**config.mk**
```make
export PLATFORM = sky130hd
export DESIGN_NAME = dsd_decoder
export DESIGN_NICKNAME = d
export VERILOG_FILES = /design/src/dsd_pkg.sv /design/src/dsd_decoder.sv /design/src/dsd_return_stack.sv
export SDC_FILE = /design/constraint.sdc
export NUM_CORES = 1
export LEC_CHECK = 0
export BUFFER_PORTS_ARGS = -buffer_cell sky130_fd_sc_hd__buf_2
export CORE_ASPECT_RATIO = 1.4
export CORE_MARGIN = 2
export CORE_UTILIZATION = 56
export DETAILED_ROUTE_END_ITERATION = 10
export GPL_ROUTABILITY_DRIVEN = 0
export PLACE_DENSITY = 0.81
export SETUP_SLACK_MARGIN = 0.05
export SLEW_MARGIN = 25
export SYNTH_ARGS = -nofsm -noshare
export SYNTH_HDL_FRONTEND = slang
export SYNTH_SLANG_ARGS = --single-unit
```
**constraint.sdc**
```tcl
create_clock -name clk_sys_in -period 7.2 [get_ports clk_sys_in]
set_clock_uncertainty 0.15 [all_clocks]
set_input_delay 1.44 -clock clk_sys_in [delete_from_list [all_inputs] [get_ports clk_sys_in]]
set_output_delay 1.44 -clock clk_sys_in [all_outputs]
set_load 0.01 [all_outputs]
```
**src/dsd_pkg.sv**
```systemverilog
package dsd_pkg;

	localparam int unsigned DATA_W   = 8;
	localparam int unsigned ADDR_W   = 8;
	localparam int unsigned PC_W     = 12;
	localparam int unsigned OFS_W    = 6;
	localparam int unsigned BASE_W   = 6;
	localparam int unsigned STACK_N  = 6;
	localparam int unsigned DEPTH_W  = 3;

	localparam logic [7:0] BANK_LO   = 8'h00;
	localparam logic [7:0] BANK_HI   = 8'h3f;
	localparam logic [7:0] WIN_LO    = 8'h40;
	localparam logic [7:0] WIN_HI    = 8'h7f;
	localparam logic [7:0] IDX_LO    = 8'h80;
	localparam logic [7:0] IDX_HI    = 8'h83;
	localparam logic [7:0] RAM_LO    = 8'h84;
	localparam logic [7:0] RAM_HI    = 8'hbf;
	localparam logic [7:0] PDAT_LO   = 8'hc0;
	localparam logic [7:0] PDAT_HI   = 8'hc2;
	localparam logic [7:0] PDIR_LO   = 8'hc4;
	localparam logic [7:0] PDIR_HI   = 8'hc6;
	localparam logic [7:0] INT_OPT   = 8'hc8;
	localparam logic [7:0] WIN_BASE  = 8'hc9;
	localparam logic [7:0] POPT_LO   = 8'hcc;
	localparam logic [7:0] POPT_HI   = 8'hce;
	localparam logic [7:0] TIM_LO    = 8'hd2;
	localparam logic [7:0] TIM_HI    = 8'hd4;
	localparam logic [7:0] SPI_LO    = 8'he0;
	localparam logic [7:0] SPI_HI    = 8'he2;
	localparam logic [7:0] BANK_SEL  = 8'he8;
	localparam logic [7:0] NVM_CTL   = 8'hea;
	localparam logic [7:0] ACCUM     = 8'hff;

	localparam int unsigned BS_EXTRA_BIT = 4;
	localparam int unsigned BS_NVM1_BIT  = 1;
	localparam int unsigned BS_NVM0_BIT  = 0;

	localparam logic [11:0] PC_ONE   = 12'h001;

	typedef enum logic [3:0] {
		RGN_NONE     = 4'h0,
		RGN_BANK     = 4'h1,
		RGN_WINDOW   = 4'h2,
		RGN_CORE_IDX = 4'h3,
		RGN_RAM      = 4'h4,
		RGN_PORT_DAT = 4'h5,
		RGN_PORT_DIR = 4'h6,
		RGN_INT_OPT  = 4'h7,
		RGN_WIN_BASE = 4'h8,
		RGN_PORT_OPT = 4'h9,
		RGN_TIMER    = 4'ha,
		RGN_SPI      = 4'hb,
		RGN_BANK_SEL = 4'hc,
		RGN_NVM_CTL  = 4'hd,
		RGN_ACCUM    = 4'he
	} dsd_region_t;

endpackage

```
**src/dsd_decoder.sv**
```systemverilog
`timescale 1ns/10ps
`default_nettype none
// Summary of operation
// - Program store is addressed by a 12-bit program counter.
// - Six-entry, 12-bit return stack holds call return addresses.
// - Data addresses 40h-7Fh read a 64-byte view of program store.
// - Window address is window base bits above the low 6 address bits.
// - Window sits at any 64-byte step inside program store 000h-FFFh.
// - Window base at C9h takes byte writes only; no reads, no bit ops.
// - Window base counts as 0 after reset until software writes it.
// - Only window base bits 5-0 are kept; bits 6 and 7 ignored.
// - Addresses 00h-3Fh are banked RAM or nonvolatile pages.
// - Sixty bytes of data RAM sit at 84h-BFh.
// - Index registers at 80h-83h, accumulator at FFh.
// - Port data C0h-C2h, direction C4h-C6h, option CCh-CEh decoded.
// - Interrupt option register at C8h is decoded write-only.
// - Timer prescaler, counter, status at D2h, D3h, D4h.
// - Serial data, divider, mode registers at E0h, E1h, E2h.
// - Write-only bank select at E8h; nonvolatile control at EAh.
// - Readout protection blocks every external program store read.
// - Bank select bit 4 extra RAM, bit 1 page 1, bit 0 page 0.
// - Bank select outputs clear on reset; calls and returns leave them unchanged.
module dsd_decoder #(
	parameter logic [11:0] PC_RESET = 12'h000
) (
	input  wire logic                        clk_sys_in,
	input  wire logic                        rst_in,
	input  wire logic [7:0]                  addr_in,
	input  wire logic                        rd_in,
	input  wire logic                        wr_in,
	input  wire logic                        bit_op_in,
	input  wire logic [7:0]                  wdata_in,
	input  wire logic [7:0]                  prog_data_in,
	input  wire logic                        pc_inc_in,
	input  wire logic                        pc_load_in,
	input  wire logic [11:0]                 pc_target_in,
	input  wire logic                        call_in,
	input  wire logic                        ret_in,
	input  wire logic                        protect_opt_in,
	input  wire logic                        ext_rd_in,
	input  wire logic [11:0]                 ext_addr_in,
	output logic      [3:0]                  region_out,
	output logic                             acc_rd_out,
	output logic                             acc_wr_out,
	output logic      [5:0]                  acc_index_out,
	output logic      [7:0]                  acc_wdata_out,
	output logic      [11:0]                 prog_win_addr_out,
	output logic                             prog_win_rd_out,
	output logic      [7:0]                  win_rdata_out,
	output logic                             win_rvalid_out,
	output logic                             extra_ram_page_sel_out,
	output logic                             nvm_page1_sel_out,
	output logic                             nvm_page0_sel_out,
	output logic      [11:0]                 pc_out,
	output logic      [11:0]                 ret_addr_out,
	output logic      [2:0]                  stack_depth_out,
	output logic                             prog_ext_rd_out,
	output logic      [11:0]                 prog_ext_addr_out,
	output logic                             ext_blocked_out
);

	function automatic logic in_rng(input logic [7:0] a,
	                                input logic [7:0] lo,
	                                input logic [7:0] hi);
		return (a >= lo) && (a <= hi);
	endfunction

	function automatic dsd_pkg::dsd_region_t decode_region(
		input logic [7:0] a,
		input logic       wr,
		input logic       bitop);
		dsd_pkg::dsd_region_t r;
		r = dsd_pkg::RGN_NONE;
		if (in_rng(a, dsd_pkg::BANK_LO, dsd_pkg::BANK_HI))
			r = dsd_pkg::RGN_BANK;
		else if (in_rng(a, dsd_pkg::WIN_LO, dsd_pkg::WIN_HI))
			r = wr ? dsd_pkg::RGN_NONE : dsd_pkg::RGN_WINDOW;
		else if (in_rng(a, dsd_pkg::IDX_LO, dsd_pkg::IDX_HI))
			r = dsd_pkg::RGN_CORE_IDX;
		else if (in_rng(a, dsd_pkg::RAM_LO, dsd_pkg::RAM_HI))
			r = dsd_pkg::RGN_RAM;
		else if (in_rng(a, dsd_pkg::PDAT_LO, dsd_pkg::PDAT_HI))
			r = dsd_pkg::RGN_PORT_DAT;
		else if (in_rng(a, dsd_pkg::PDIR_LO, dsd_pkg::PDIR_HI))
			r = dsd_pkg::RGN_PORT_DIR;
		else if (a == dsd_pkg::INT_OPT)
			r = wr ? dsd_pkg::RGN_INT_OPT : dsd_pkg::RGN_NONE;
		else if (a == dsd_pkg::WIN_BASE)
			r = (wr && !bitop) ? dsd_pkg::RGN_WIN_BASE
			                   : dsd_pkg::RGN_NONE;
		else if (in_rng(a, dsd_pkg::POPT_LO, dsd_pkg::POPT_HI))
			r = dsd_pkg::RGN_PORT_OPT;
		else if (in_rng(a, dsd_pkg::TIM_LO, dsd_pkg::TIM_HI))
			r = dsd_pkg::RGN_TIMER;
		else if (in_rng(a, dsd_pkg::SPI_LO, dsd_pkg::SPI_HI))
			r = dsd_pkg::RGN_SPI;
		else if (a == dsd_pkg::BANK_SEL)
			r = (wr && !bitop) ? dsd_pkg::RGN_BANK_SEL
			                   : dsd_pkg::RGN_NONE;
		else if (a == dsd_pkg::NVM_CTL)
			r = dsd_pkg::RGN_NVM_CTL;
		else if (a == dsd_pkg::ACCUM)
			r = dsd_pkg::RGN_ACCUM;
		return r;
	endfunction

	function automatic logic [5:0] local_index(
		input logic [7:0]           a,
		input dsd_pkg::dsd_region_t r);
		logic [7:0] base;
		base = '0;
		unique case (r)
			dsd_pkg::RGN_CORE_IDX: base = dsd_pkg::IDX_LO;
			dsd_pkg::RGN_RAM:      base = dsd_pkg::RAM_LO;
			dsd_pkg::RGN_PORT_DAT: base = dsd_pkg::PDAT_LO;
			dsd_pkg::RGN_PORT_DIR: base = dsd_pkg::PDIR_LO;
			dsd_pkg::RGN_PORT_OPT: base = dsd_pkg::POPT_LO;
			dsd_pkg::RGN_TIMER:    base = dsd_pkg::TIM_LO;
			dsd_pkg::RGN_SPI:      base = dsd_pkg::SPI_LO;
			dsd_pkg::RGN_NONE,
			dsd_pkg::RGN_BANK,
			dsd_pkg::RGN_WINDOW,
			dsd_pkg::RGN_INT_OPT,
			dsd_pkg::RGN_WIN_BASE,
			dsd_pkg::RGN_BANK_SEL,
			dsd_pkg::RGN_NVM_CTL,
			dsd_pkg::RGN_ACCUM:    base = {2'h0, a[5:0]} & 8'h00;
		endcase
		return (r == dsd_pkg::RGN_BANK || r == dsd_pkg::RGN_WINDOW)
		       ? a[5:0] : 6'(a - base);
	endfunction

	// Core access decode
	dsd_pkg::dsd_region_t rgn_now;
	logic                 wr_eff;
	logic                 rd_eff;
	logic [3:0]           region_reg,    region_next;
	logic                 acc_rd_reg,    acc_rd_next;
	logic                 acc_wr_reg,    acc_wr_next;
	logic [5:0]           acc_index_reg, acc_index_next;
	logic [7:0]           acc_wdata_reg, acc_wdata_next;

	assign wr_eff  = wr_in;
	assign rd_eff  = rd_in && !wr_in;
	assign rgn_now = decode_region(addr_in, wr_eff, bit_op_in);

	always_comb begin
		region_next    = dsd_pkg::RGN_NONE;
		acc_rd_next    = 1'b0;
		acc_wr_next    = 1'b0;
		acc_index_next = '0;
		acc_wdata_next = acc_wdata_reg;
		if ((rd_eff || wr_eff) && rgn_now != dsd_pkg::RGN_NONE) begin
			region_next    = rgn_now;
			acc_rd_next    = rd_eff;
			acc_wr_next    = wr_eff;
			acc_index_next = local_index(addr_in, rgn_now);
			acc_wdata_next = wdata_in;
		end
	end

	always_ff @(posedge clk_sys_in) begin
		if (rst_in) begin
			region_reg    <= dsd_pkg::RGN_NONE;
			acc_rd_reg    <= 1'b0;
			acc_wr_reg    <= 1'b0;
			acc_index_reg <= '0;
			acc_wdata_reg <= '0;
		end else begin
			region_reg    <= region_next;
			acc_rd_reg    <= acc_rd_next;
			acc_wr_reg    <= acc_wr_next;
			acc_index_reg <= acc_index_next;
			acc_wdata_reg <= acc_wdata_next;
		end
	end

	// Write-only window base and bank select; contents kept over reset
	logic                 base_wr;
	logic                 bank_wr;
	logic [5:0]           base_reg, base_next;
	logic                 base_ok_reg, base_ok_next;
	logic [7:0]           bank_reg, bank_next;
	logic                 bank_ok_reg, bank_ok_next;

	assign base_wr = wr_eff && rgn_now == dsd_pkg::RGN_WIN_BASE;
	assign bank_wr = wr_eff && rgn_now == dsd_pkg::RGN_BANK_SEL;

	always_comb begin
		base_next    = base_reg;
		base_ok_next = base_ok_reg;
		bank_next    = bank_reg;
		bank_ok_next = bank_ok_reg;
		if (base_wr) begin
			base_next    = wdata_in[dsd_pkg::BASE_W-1:0];
			base_ok_next = 1'b1;
		end
		if (bank_wr) begin
			bank_next    = wdata_in;
			bank_ok_next = 1'b1;
		end
	end

	always_ff @(posedge clk_sys_in) begin
		base_reg <= base_next;
		bank_reg <= bank_next;
	end

	always_ff @(posedge clk_sys_in) begin
		if (rst_in) begin
			base_ok_reg <= 1'b0;
			bank_ok_reg <= 1'b0;
		end else begin
			base_ok_reg <= base_ok_next;
			bank_ok_reg <= bank_ok_next;
		end
	end

	// Window read path to the program store
	logic [5:0]           base_used;
	logic [11:0]          win_addr_reg,  win_addr_next;
	logic                 win_rd_reg,    win_rd_next;
	logic [7:0]           win_data_reg,  win_data_next;
	logic                 win_vld_reg,   win_vld_next;
	logic                 xram_reg,      xram_next;
	logic                 nvm1_reg,      nvm1_next;
	logic                 nvm0_reg,      nvm0_next;

	assign base_used = base_ok_reg ? base_reg : '0;

	always_comb begin
		win_addr_next = win_addr_reg;
		win_rd_next   = 1'b0;
		win_data_next = win_data_reg;
		win_vld_next  = 1'b0;
		if (rd_eff && rgn_now == dsd_pkg::RGN_WINDOW) begin
			win_addr_next = {base_used, addr_in[dsd_pkg::OFS_W-1:0]};
			win_rd_next   = 1'b1;
		end
		if (win_rd_reg) begin
			win_data_next = prog_data_in;
			win_vld_next  = 1'b1;
		end
		xram_next = bank_ok_next && bank_next[dsd_pkg::BS_EXTRA_BIT];
		nvm1_next = bank_ok_next && bank_next[dsd_pkg::BS_NVM1_BIT];
		nvm0_next = bank_ok_next && bank_next[dsd_pkg::BS_NVM0_BIT];
	end

	always_ff @(posedge clk_sys_in) begin
		if (rst_in) begin
			win_addr_reg <= '0;
			win_rd_reg   <= 1'b0;
			win_data_reg <= '0;
			win_vld_reg  <= 1'b0;
			xram_reg     <= 1'b0;
			nvm1_reg     <= 1'b0;
			nvm0_reg     <= 1'b0;
		end else begin
			win_addr_reg <= win_addr_next;
			win_rd_reg   <= win_rd_next;
			win_data_reg <= win_data_next;
			win_vld_reg  <= win_vld_next;
			xram_reg     <= xram_next;
			nvm1_reg     <= nvm1_next;
			nvm0_reg     <= nvm0_next;
		end
	end

	// Program counter, return stack and external readout
	logic [11:0]          pc_reg,  pc_next;
	logic [11:0]          stack_top;
	logic                 ext_rd_reg,   ext_rd_next;
	logic [11:0]          ext_addr_reg, ext_addr_next;
	logic                 ext_blk_reg,  ext_blk_next;

	always_comb begin
		pc_next = pc_reg;
		if (ret_in)
			pc_next = stack_top;
		else if (call_in || pc_load_in)
			pc_next = pc_target_in;
		else if (pc_inc_in)
			pc_next = pc_reg + dsd_pkg::PC_ONE;
		ext_rd_next   = ext_rd_in && !protect_opt_in;
		ext_blk_next  = ext_rd_in && protect_opt_in;
		ext_addr_next = ext_rd_next ? ext_addr_in : ext_addr_reg;
	end

	always_ff @(posedge clk_sys_in) begin
		if (rst_in) begin
			pc_reg       <= PC_RESET;
			ext_rd_reg   <= 1'b0;
			ext_addr_reg <= '0;
			ext_blk_reg  <= 1'b0;
		end else begin
			pc_reg       <= pc_next;
			ext_rd_reg   <= ext_rd_next;
			ext_addr_reg <= ext_addr_next;
			ext_blk_reg  <= ext_blk_next;
		end
	end

	dsd_return_stack u_stack (
		.clk_sys_in   (clk_sys_in),
		.rst_in       (rst_in),
		.push_in      (call_in && !ret_in),
		.pop_in       (ret_in),
		.push_data_in (pc_reg),
		.top_out      (stack_top),
		.depth_out    (stack_depth_out)
	);

	assign region_out             = region_reg;
	assign acc_rd_out             = acc_rd_reg;
	assign acc_wr_out             = acc_wr_reg;
	assign acc_index_out          = acc_index_reg;
	assign acc_wdata_out          = acc_wdata_reg;
	assign prog_win_addr_out      = win_addr_reg;
	assign prog_win_rd_out        = win_rd_reg;
	assign win_rdata_out          = win_data_reg;
	assign win_rvalid_out         = win_vld_reg;
	assign extra_ram_page_sel_out = xram_reg;
	assign nvm_page1_sel_out      = nvm1_reg;
	assign nvm_page0_sel_out      = nvm0_reg;
	assign pc_out                 = pc_reg;
	assign ret_addr_out           = stack_top;
	assign prog_ext_rd_out        = ext_rd_reg;
	assign prog_ext_addr_out      = ext_addr_reg;
	assign ext_blocked_out        = ext_blk_reg;
endmodule
`default_nettype wire

```
**src/dsd_return_stack.sv**
```systemverilog
`timescale 1ns/10ps
`default_nettype none
module dsd_return_stack #(
	parameter int unsigned WIDTH = dsd_pkg::PC_W,
	parameter int unsigned DEPTH = dsd_pkg::STACK_N
) (
	input  wire logic                        clk_sys_in,
	input  wire logic                        rst_in,
	input  wire logic                        push_in,
	input  wire logic                        pop_in,
	input  wire logic [WIDTH-1:0]            push_data_in,
	output logic      [WIDTH-1:0]            top_out,
	output logic      [dsd_pkg::DEPTH_W-1:0] depth_out
);

	logic [WIDTH-1:0]            stack_reg  [DEPTH];
	logic [WIDTH-1:0]            stack_next [DEPTH];
	logic [dsd_pkg::DEPTH_W-1:0] depth_reg;
	logic [dsd_pkg::DEPTH_W-1:0] depth_next;

	// Shift stack; a push on a full stack drops the deepest entry
	always_comb begin
		stack_next = stack_reg;
		depth_next = depth_reg;
		if (push_in) begin
			for (int i = DEPTH - 1; i > 0; i--) begin
				stack_next[i] = stack_reg[i-1];
			end
			stack_next[0] = push_data_in;
			if (depth_reg != dsd_pkg::DEPTH_W'(DEPTH)) begin
				depth_next = depth_reg + 1'b1;
			end
		end else if (pop_in) begin
			for (int i = 0; i < DEPTH - 1; i++) begin
				stack_next[i] = stack_reg[i+1];
			end
			stack_next[DEPTH-1] = '0;
			if (depth_reg != '0) begin
				depth_next = depth_reg - 1'b1;
			end
		end
	end

	always_ff @(posedge clk_sys_in) begin
		if (rst_in) begin
			for (int i = 0; i < DEPTH; i++) begin
				stack_reg[i] <= '0;
			end
			depth_reg <= '0;
		end else begin
			stack_reg <= stack_next;
			depth_reg <= depth_next;
		end
	end

	assign top_out   = stack_reg[0];
	assign depth_out = depth_reg;

endmodule
`default_nettype wire

```
=== Word level (Yosys, flattened, before mapping) ===
Cells that the tools add are included.

* Word-level logic and storage cells: 144
* Output and inout bits: 86
* Bits in registers: 159

* Bitwise operators: 1
* Reductions and logical operators: 37
* Add/subtract/negate cells: 4
* Order comparisons: 18
* Equal/unequal tests: 21
* Muxes and demuxes: 35

{| class="wikitable"
|+ Operators by type and width
! cell !! number
|-
| $mux 72 || 2
|-
| $mux 4 || 16
|-
| $ge 8x8->1 const B || 7
|-
| $le 8x8->1 const B || 7
|-
| $pmux 6 s8 || 1
|-
| $eq 8x8->1 const B || 5
|-
| $mux 12 || 3
|-
| $eq 4x4->1 const B || 7
|-
| $logic_and 1x1->1 || 21
|-
| $mux 6 || 3
|-
| $eq 4x3->1 const B || 4
|-
| $mux 3 || 5
|-
| $add 12x1->12 const B || 1
|-
| $eq 4x2->1 const B || 2
|-
| $ge 8x1->1 const B || 1
|-
| $ge 8x7->1 const B || 1
|-
| $le 8x6->1 const B || 1
|-
| $le 8x7->1 const B || 1
|-
| $reduce_or 8->1 || 1
|-
| $reduce_bool 3->1 || 2
|-
| $sub 6x6->6 || 1
|-
| $mux 5 || 1
|-
| $eq 4x1->1 const B || 1
|-
| $logic_not 1->1 || 4
|-
| 13 further kinds || 18
|}

=== Depth between registers and ports, before layout ===
* Depth in word-level cells: 21
* Mapped depth: 14
* Gate-level depth less buffers: 13

=== Modules after synthesis ===
A second synthesis with hierarchy kept.

* Cells, all modules: 847
* Area total of the unflattened synthesis: 8095.3 um^2

{| class="wikitable"
|+ Modules (own cells, without submodules)
! module !! cells each !! instances !! area an instance (um^2) !! seq. area each (um^2)
|-
| dsd_return_stack || 421 || 1 || 4335.4 || 1501.4
|-
| dsd_decoder || 426 || 1 || 3759.9 || 1701.6
|}

=== Worst setup path before layout ===
OpenSTA, ideal clock, no wires.

* Path type: input-to-reg
* Start point: in addr_in[2]
* End point: reg acc_index_reg[5] (netlist: acc_index_out[5])
* Buffers on the path: 0
* Stages: 13
* Required time: 6.978 ns
* Setup slack: 2.892 ns
* Arrival: 4.086 ns
* Path through: or3b_2 > a2111o_1 > nand3_1 > o21a_1 > o21a_1 > o21ai_0 > fa_1 > nor2b_1 > o21ai_0 > nand2b_1 > xnor2_1 > a311oi_1 > mux2i_1

* Cells in the longest elaborated chain, start to end: 21

{| class="wikitable"
|+ Ends and longest elaborated chain
! item !! line !! text
|-
| start: declaration || dsd_decoder.sv:28 || <nowiki>input wire logic [7:0] addr_in,</nowiki>
|-
| $eq 8x8->1 || dsd_decoder.sv:102 || <nowiki>else if (a == dsd_pkg::ACCUM)</nowiki>
|-
| $mux 4 || dsd_decoder.sv:102 ||
|-
| $mux 4 || dsd_decoder.sv:100 || <nowiki>else if (a == dsd_pkg::NVM_CTL)</nowiki>
|-
| $mux 4 || dsd_decoder.sv:97 || <nowiki>else if (a == dsd_pkg::BANK_SEL)</nowiki>
|-
| $mux 4 || dsd_decoder.sv:95 || <nowiki>else if (in_rng(a, dsd_pkg::SPI_LO, dsd_pkg::SPI_HI))</nowiki>
|-
| $mux 4 || dsd_decoder.sv:93 || <nowiki>else if (in_rng(a, dsd_pkg::TIM_LO, dsd_pkg::TIM_HI))</nowiki>
|-
| $mux 4 || dsd_decoder.sv:91 || <nowiki>else if (in_rng(a, dsd_pkg::POPT_LO, dsd_pkg::POPT_HI))</nowiki>
|-
| $mux 4 || dsd_decoder.sv:88 || <nowiki>else if (a == dsd_pkg::WIN_BASE)</nowiki>
|-
| (+5 left out) || n/a ||
|-
| $mux 4 || dsd_decoder.sv:76 || <nowiki>else if (in_rng(a, dsd_pkg::WIN_LO, dsd_pkg::WIN_HI))</nowiki>
|-
| $mux 4 || dsd_decoder.sv:74 || <nowiki>if (in_rng(a, dsd_pkg::BANK_LO, dsd_pkg::BANK_HI))</nowiki>
|-
| $eq 4x1->1 (tied with other cells) || dsd_decoder.sv:112, dsd_decoder.sv:129 ||
|-
| $reduce_or 8->1 || dsd_decoder.sv:112 || <nowiki>unique case (r)</nowiki>
|-
| $pmux 6 s8 || dsd_decoder.sv:112 ||
|-
| $mux 6 || dsd_decoder.sv:153 || <nowiki>if ((rd_eff || wr_eff) && rgn_now != dsd_pkg::RGN_NONE) begin</nowiki>
|-
| $sub 6x6->6 || dsd_decoder.sv:130 || <nowiki>? a[5:0] : 6'(a - base);</nowiki>
|-
| $mux 6 || dsd_decoder.sv:130 ||
|-
| end signal: assignment || dsd_decoder.sv:173 || <nowiki>acc_index_reg <= acc_index_next;</nowiki>
|-
| end: declaration || dsd_decoder.sv:140 || <nowiki>logic [5:0] acc_index_reg, acc_index_next;</nowiki>
|}

Several ways; a longest one is shown, not always the timed one. The select of a mux whose other input is x is not followed.
A chain may end at the register's enable or synchronous reset.

=== Final worst setup path ===
Ends and elaborated chain as after synthesis.

==> impl_metrics.sql <==
INSERT INTO impl_metrics (metric_group, metric, value, unit) VALUES
('global_routing', 'largest_net_degree_at_the_start_of_global_routing', '98', ''),
('cts', 'clock_latency', '0.42', 'ns'),
('drt', 'drt-vias-per-instance', '5.45', ''),
('cts', 'post_cts.repair.setup_buffers', '0', ''),
('die', 'io_pins', '145', ''),
('synth', 'post_synth_main_area_contributors', 'sky130_fd_sc_hd__dfxtp_1 41%, sky130_fd_sc_hd__mux2i_1 14%, sky130_fd_sc_hd__nor2_1 9.7%', ''),
('cts', 'tritoncts.num_buffers', '17', ''),
('placed_design', 'place.port_buffers', '144', ''),
('synth', 'ys_dominant_reg_cell', 'sky130_fd_sc_hd__dfxtp_1', ''),
('synth', 'synth-edff-count', '6', ''),
('timing', 'report.final.slew_viol_count', '0', ''),
('timing', 'fin_hold_ws', '0.301', 'ns'),
('cells_and_area', 'fill_cells', '1089', ''),
('synth', 'synthesis.nets', '921', ''),
('setup_path', 'critical_path.endpoint_type', 'flip-flop', ''),
('cells_and_area', 'num-nets-final', '1016', ''),
('die', 'core.rowCount', '49', ''),
('cells_and_area', 'stdcell_count', '1116', ''),
('cts', 'cts_max_path_buffers', '2', ''),
('setup_path', 'timing.critical_path.slowest_stage_cell', 'sky130_fd_sc_hd__or3b_2', ''),
('global_routing', 'number_of_global_route_vias_before_repair', '5630', ''),
('cells_and_area', 'largest_register_ffs', '60', ''),
('outcome', 'status', 'complete, no violations', ''),
('synth', 'synth.ff_latch_count', '157', ''),
('cts', 'tritoncts_clock_tree', 'done', ''),
('timing', 'worst_slew_slack_as_a_fraction_of_its_limit', '40.3', '%'),
('timing', 'fmax', '229', 'MHz'),
('drt', 'wl', '15600', 'um'),
('timing', 'final_critical_path_setup_slack', '2.83', 'ns'),
('cells_and_area', 'insertedDiodeCount', '0', ''),
('synth', 'postSynth.asyncResetShare', '0', '%'),
('global_routing', 'grt.overflow.total', '0', ''),
('cts', 'tritoncts_num_sinks', '157', ''),
('cts', 'cts.root.buffer_cell', 'sky130_fd_sc_hd__clkbuf_16', ''),
('setup_path', 'maximum_fanout_along_the_worst_path', '15', ''),
('min_path', 'min_path_type', 'flip-flop to flip-flop', ''),
('setup_path', 'max_stage_delay', '0.48', 'ns'),
('setup_path', 'crit_path_cell_trace', 'buf_2 -> or3b_2 -> a2111o_1 -> nand3_1 -> o21a_1 -> o21a_1 -> o21ai_0 -> fa_1 -> nor2b_1 -> o21ai_0 -> nand2b_1 -> xnor2_1 -> a311oi_1 -> mux2i_1', ''),
('timing', 'timing.final.crit_period', '4.37', 'ns'),
('setup_path', 'critPathArrivalTime', '4.57', 'ns'),
('global_routing', 'gr-usage-all-layers', '21.9', '%'),
('synth', 'yosys_warnings', '0', ''),
('global_routing', 'antenna_found_initial', '0', ''),
('flow_run', 'drv_cap', '0', ''),
('cells_and_area', 'multi_input_comb_area', '3800', 'um2'),
('pwr', 'vdd.ir_drop.worst', '144', 'uV'),
('timing', 'worst_slew_pin_slew', '0.896', 'ns'),
('synth', 'post_synthesis_sequential_area_ratio', '43.1', '%'),
('timing', 'setup-violations-final', '0', ''),
('placed_design', 'hpwlAfterDp', '10300', 'um'),
('die', 'vertical_die_dimension', '140', 'um'),
('setup_path', 'cp.required', '7.40', 'ns'),
('cells_and_area', 'layout.area.seq', '3200', 'um2'),
('timing', 'fin_crit_sh', '60.7', '%'),
('setup_path', 'critical_path_launch_point_type', 'input pin', ''),
('drt', 'postRouteAntennaNets', '0', ''),
('drt', 'dr_total_vias', '6078', ''),
('cts', 'htree_num_levels', '4', ''),
('timing', 'timing.final.hold_violations', '0', ''),
('synth', 'synth_cell_types', '65', ''),
('synth', 'yosys.area.top_type_share', '40.7', '%'),
('cts', 'ctsResizeCount', '0', ''),
('global_routing', 'first_pass_grt_wire_length', '25500', 'um'),
('setup_path', 'worst_path_top_cell_family_by_delay', 'compound AO/OA/AOI/OAI gates', ''),
('cts', 'ctsHoldBuffers', '0', ''),
('synth', 'post-synth-top-area-cell', 'sky130_fd_sc_hd__dfxtp_1', ''),
('die', 'initial_utilization', '57.7', '%'),
('drt', 'drtPass1Iterations', '5', ''),
('cells_and_area', 'area_delta_synth_final', '16.0', '%'),
('die', 'dieArea', '14200', 'um2'),
('drt', 'drt-wirelength-per-cell', '13.9', 'um');
synthesized netlist by cell type, drive strengths merged, types with 2 or more instances:
cell type,instances
dfxtp,151
fa,2
and2,2
or2,2
o21ai,13
nor2b,11
nor3,8
nor3b,2
nand2,36
a211oi,20
a31oi,4
nand3,10
and3,2
nand2b,36
clkbuf,41
mux2i,106
mux2,3
a21o,2
a2111o,2
o21a,3
nand4,5
edfxtp,6
a31o,2
inv,15
ha,5
nor4bb,2
a311oi,5
xor2,6
buf,32
a21oi,87
nand3b,9
or3,5
o211ai,3
xnor2,6
nor2,192
or3b,2
worst register-to-register path, stage by stage (launching register included):
cell                       delay [ns]
sky130_fd_sc_hd__dfxtp_1         0.45
sky130_fd_sc_hd__ha_1            0.23
sky130_fd_sc_hd__nand3_1         0.19
sky130_fd_sc_hd__or3_1           0.39
sky130_fd_sc_hd__a311oi_1        0.34
sky130_fd_sc_hd__a21oi_1         0.07
sky130_fd_sc_hd__a211oi_1        0.23
path summary, 6_finish.rpt:
| kind | from | cells past startpoint | end | slack (ns) |
|---|---|---|---|---|
| setup / recovery | addr_in[2] | 14 | acc_index_out[5] | 2.83 |
| hold / removal | prog_ext_addr_out[11] | 2 | prog_ext_addr_out[11] | 0.30 |
| setup reg to reg | pc_out[1] | 6 | pc_out[6] | 5.08 |
| hold reg to reg | prog_ext_addr_out[11] | 2 | prog_ext_addr_out[11] | 0.30 |
layer usage:
metal  GRT usage [%]  vias up  part of all wire (%)
li1                -     3107                     -
met1            26.0     2799                    42
met2            38.7      146                    52
met3            4.29       26                   3.9
met4            7.54        0                   1.7
met5               0        -                     0
layout by cell type, fill, tap and decap left out, types with 6 or more instances in the layout:
master / Yosys / layout
sky130_fd_sc_hd__nand2b_1: 36 / 36
sky130_fd_sc_hd__nor2b_1: 11 / 11
sky130_fd_sc_hd__nand3b_1: 9 / 9
sky130_fd_sc_hd__a21oi_1: 87 / 87
sky130_fd_sc_hd__xor2_1: 6 / 6
sky130_fd_sc_hd__nand2_1: 35 / 35
sky130_fd_sc_hd__mux2i_1: 106 / 106
sky130_fd_sc_hd__xnor2_1: 6 / 6
sky130_fd_sc_hd__nor3_1: 8 / 8
sky130_fd_sc_hd__buf_4: 15 / 8
sky130_fd_sc_hd__clkbuf_16: 0 / 17
sky130_fd_sc_hd__edfxtp_1: 6 / 6
sky130_fd_sc_hd__nand3_1: 10 / 10
sky130_fd_sc_hd__dfxtp_1: 151 / 151
sky130_fd_sc_hd__nor2_1: 192 / 192
sky130_fd_sc_hd__inv_1: 14 / 14
sky130_fd_sc_hd__o21ai_0: 11 / 11
sky130_fd_sc_hd__a211oi_1: 20 / 20
sky130_fd_sc_hd__buf_2: 5 / 141
logic make-up (layout without fill, tap and decap cells):
logic type | Yosys count | after routing | share of synthesized area (%)
AO/OA/AOI/OAI | 152 | 152 | 12.6
XOR/XNOR | 12 | 12 | 1.42
adder cells (fa/ha/maj) | 7 | 7 | 1.38
buffers and inverters | 88 | 196 | 5.71
flip-flops | 157 | 157 | 43.1
multiplexers | 109 | 109 | 14.7
AND/OR/NAND/NOR | 330 | 330 | 21.0
final cells by class:
cell class	count	share of cell area (%)
clock buffer	17	4.94
inverter	15	0.654
timing repair buffer	149	8.90
sequential	157	37.2
tap	153	2.22
multi-input combinational	610	44.1
clock inverter	15	1.98
report_power, final:
part | internal, mW | leakage [nW] | switching [mW] | total (mW)
registers | 0.897 | 1.28 | 0.0203 | 0.917
clock network | 0.469 | 0.293 | 0.408 | 0.877
logic | 0.0856 | 2.24 | 0.121 | 0.206
through the flow:
| step | instance area (um2) | total power, mW | util, % |
|---|---|---|---|
| floorplan | 7420 | 1.08 | - |
| global placement | 8010 | 1.14 | 62.2 |
| detailed placement | 8010 | 1.14 | 62.2 |
| CTS | 8610 | 2.02 | 66.9 |
| global route | 8610 | 2.09 | 66.9 |
| finish | 8610 | 2.00 | 66.9 |
Note: power is estimated with default switching activity, not from simulation.
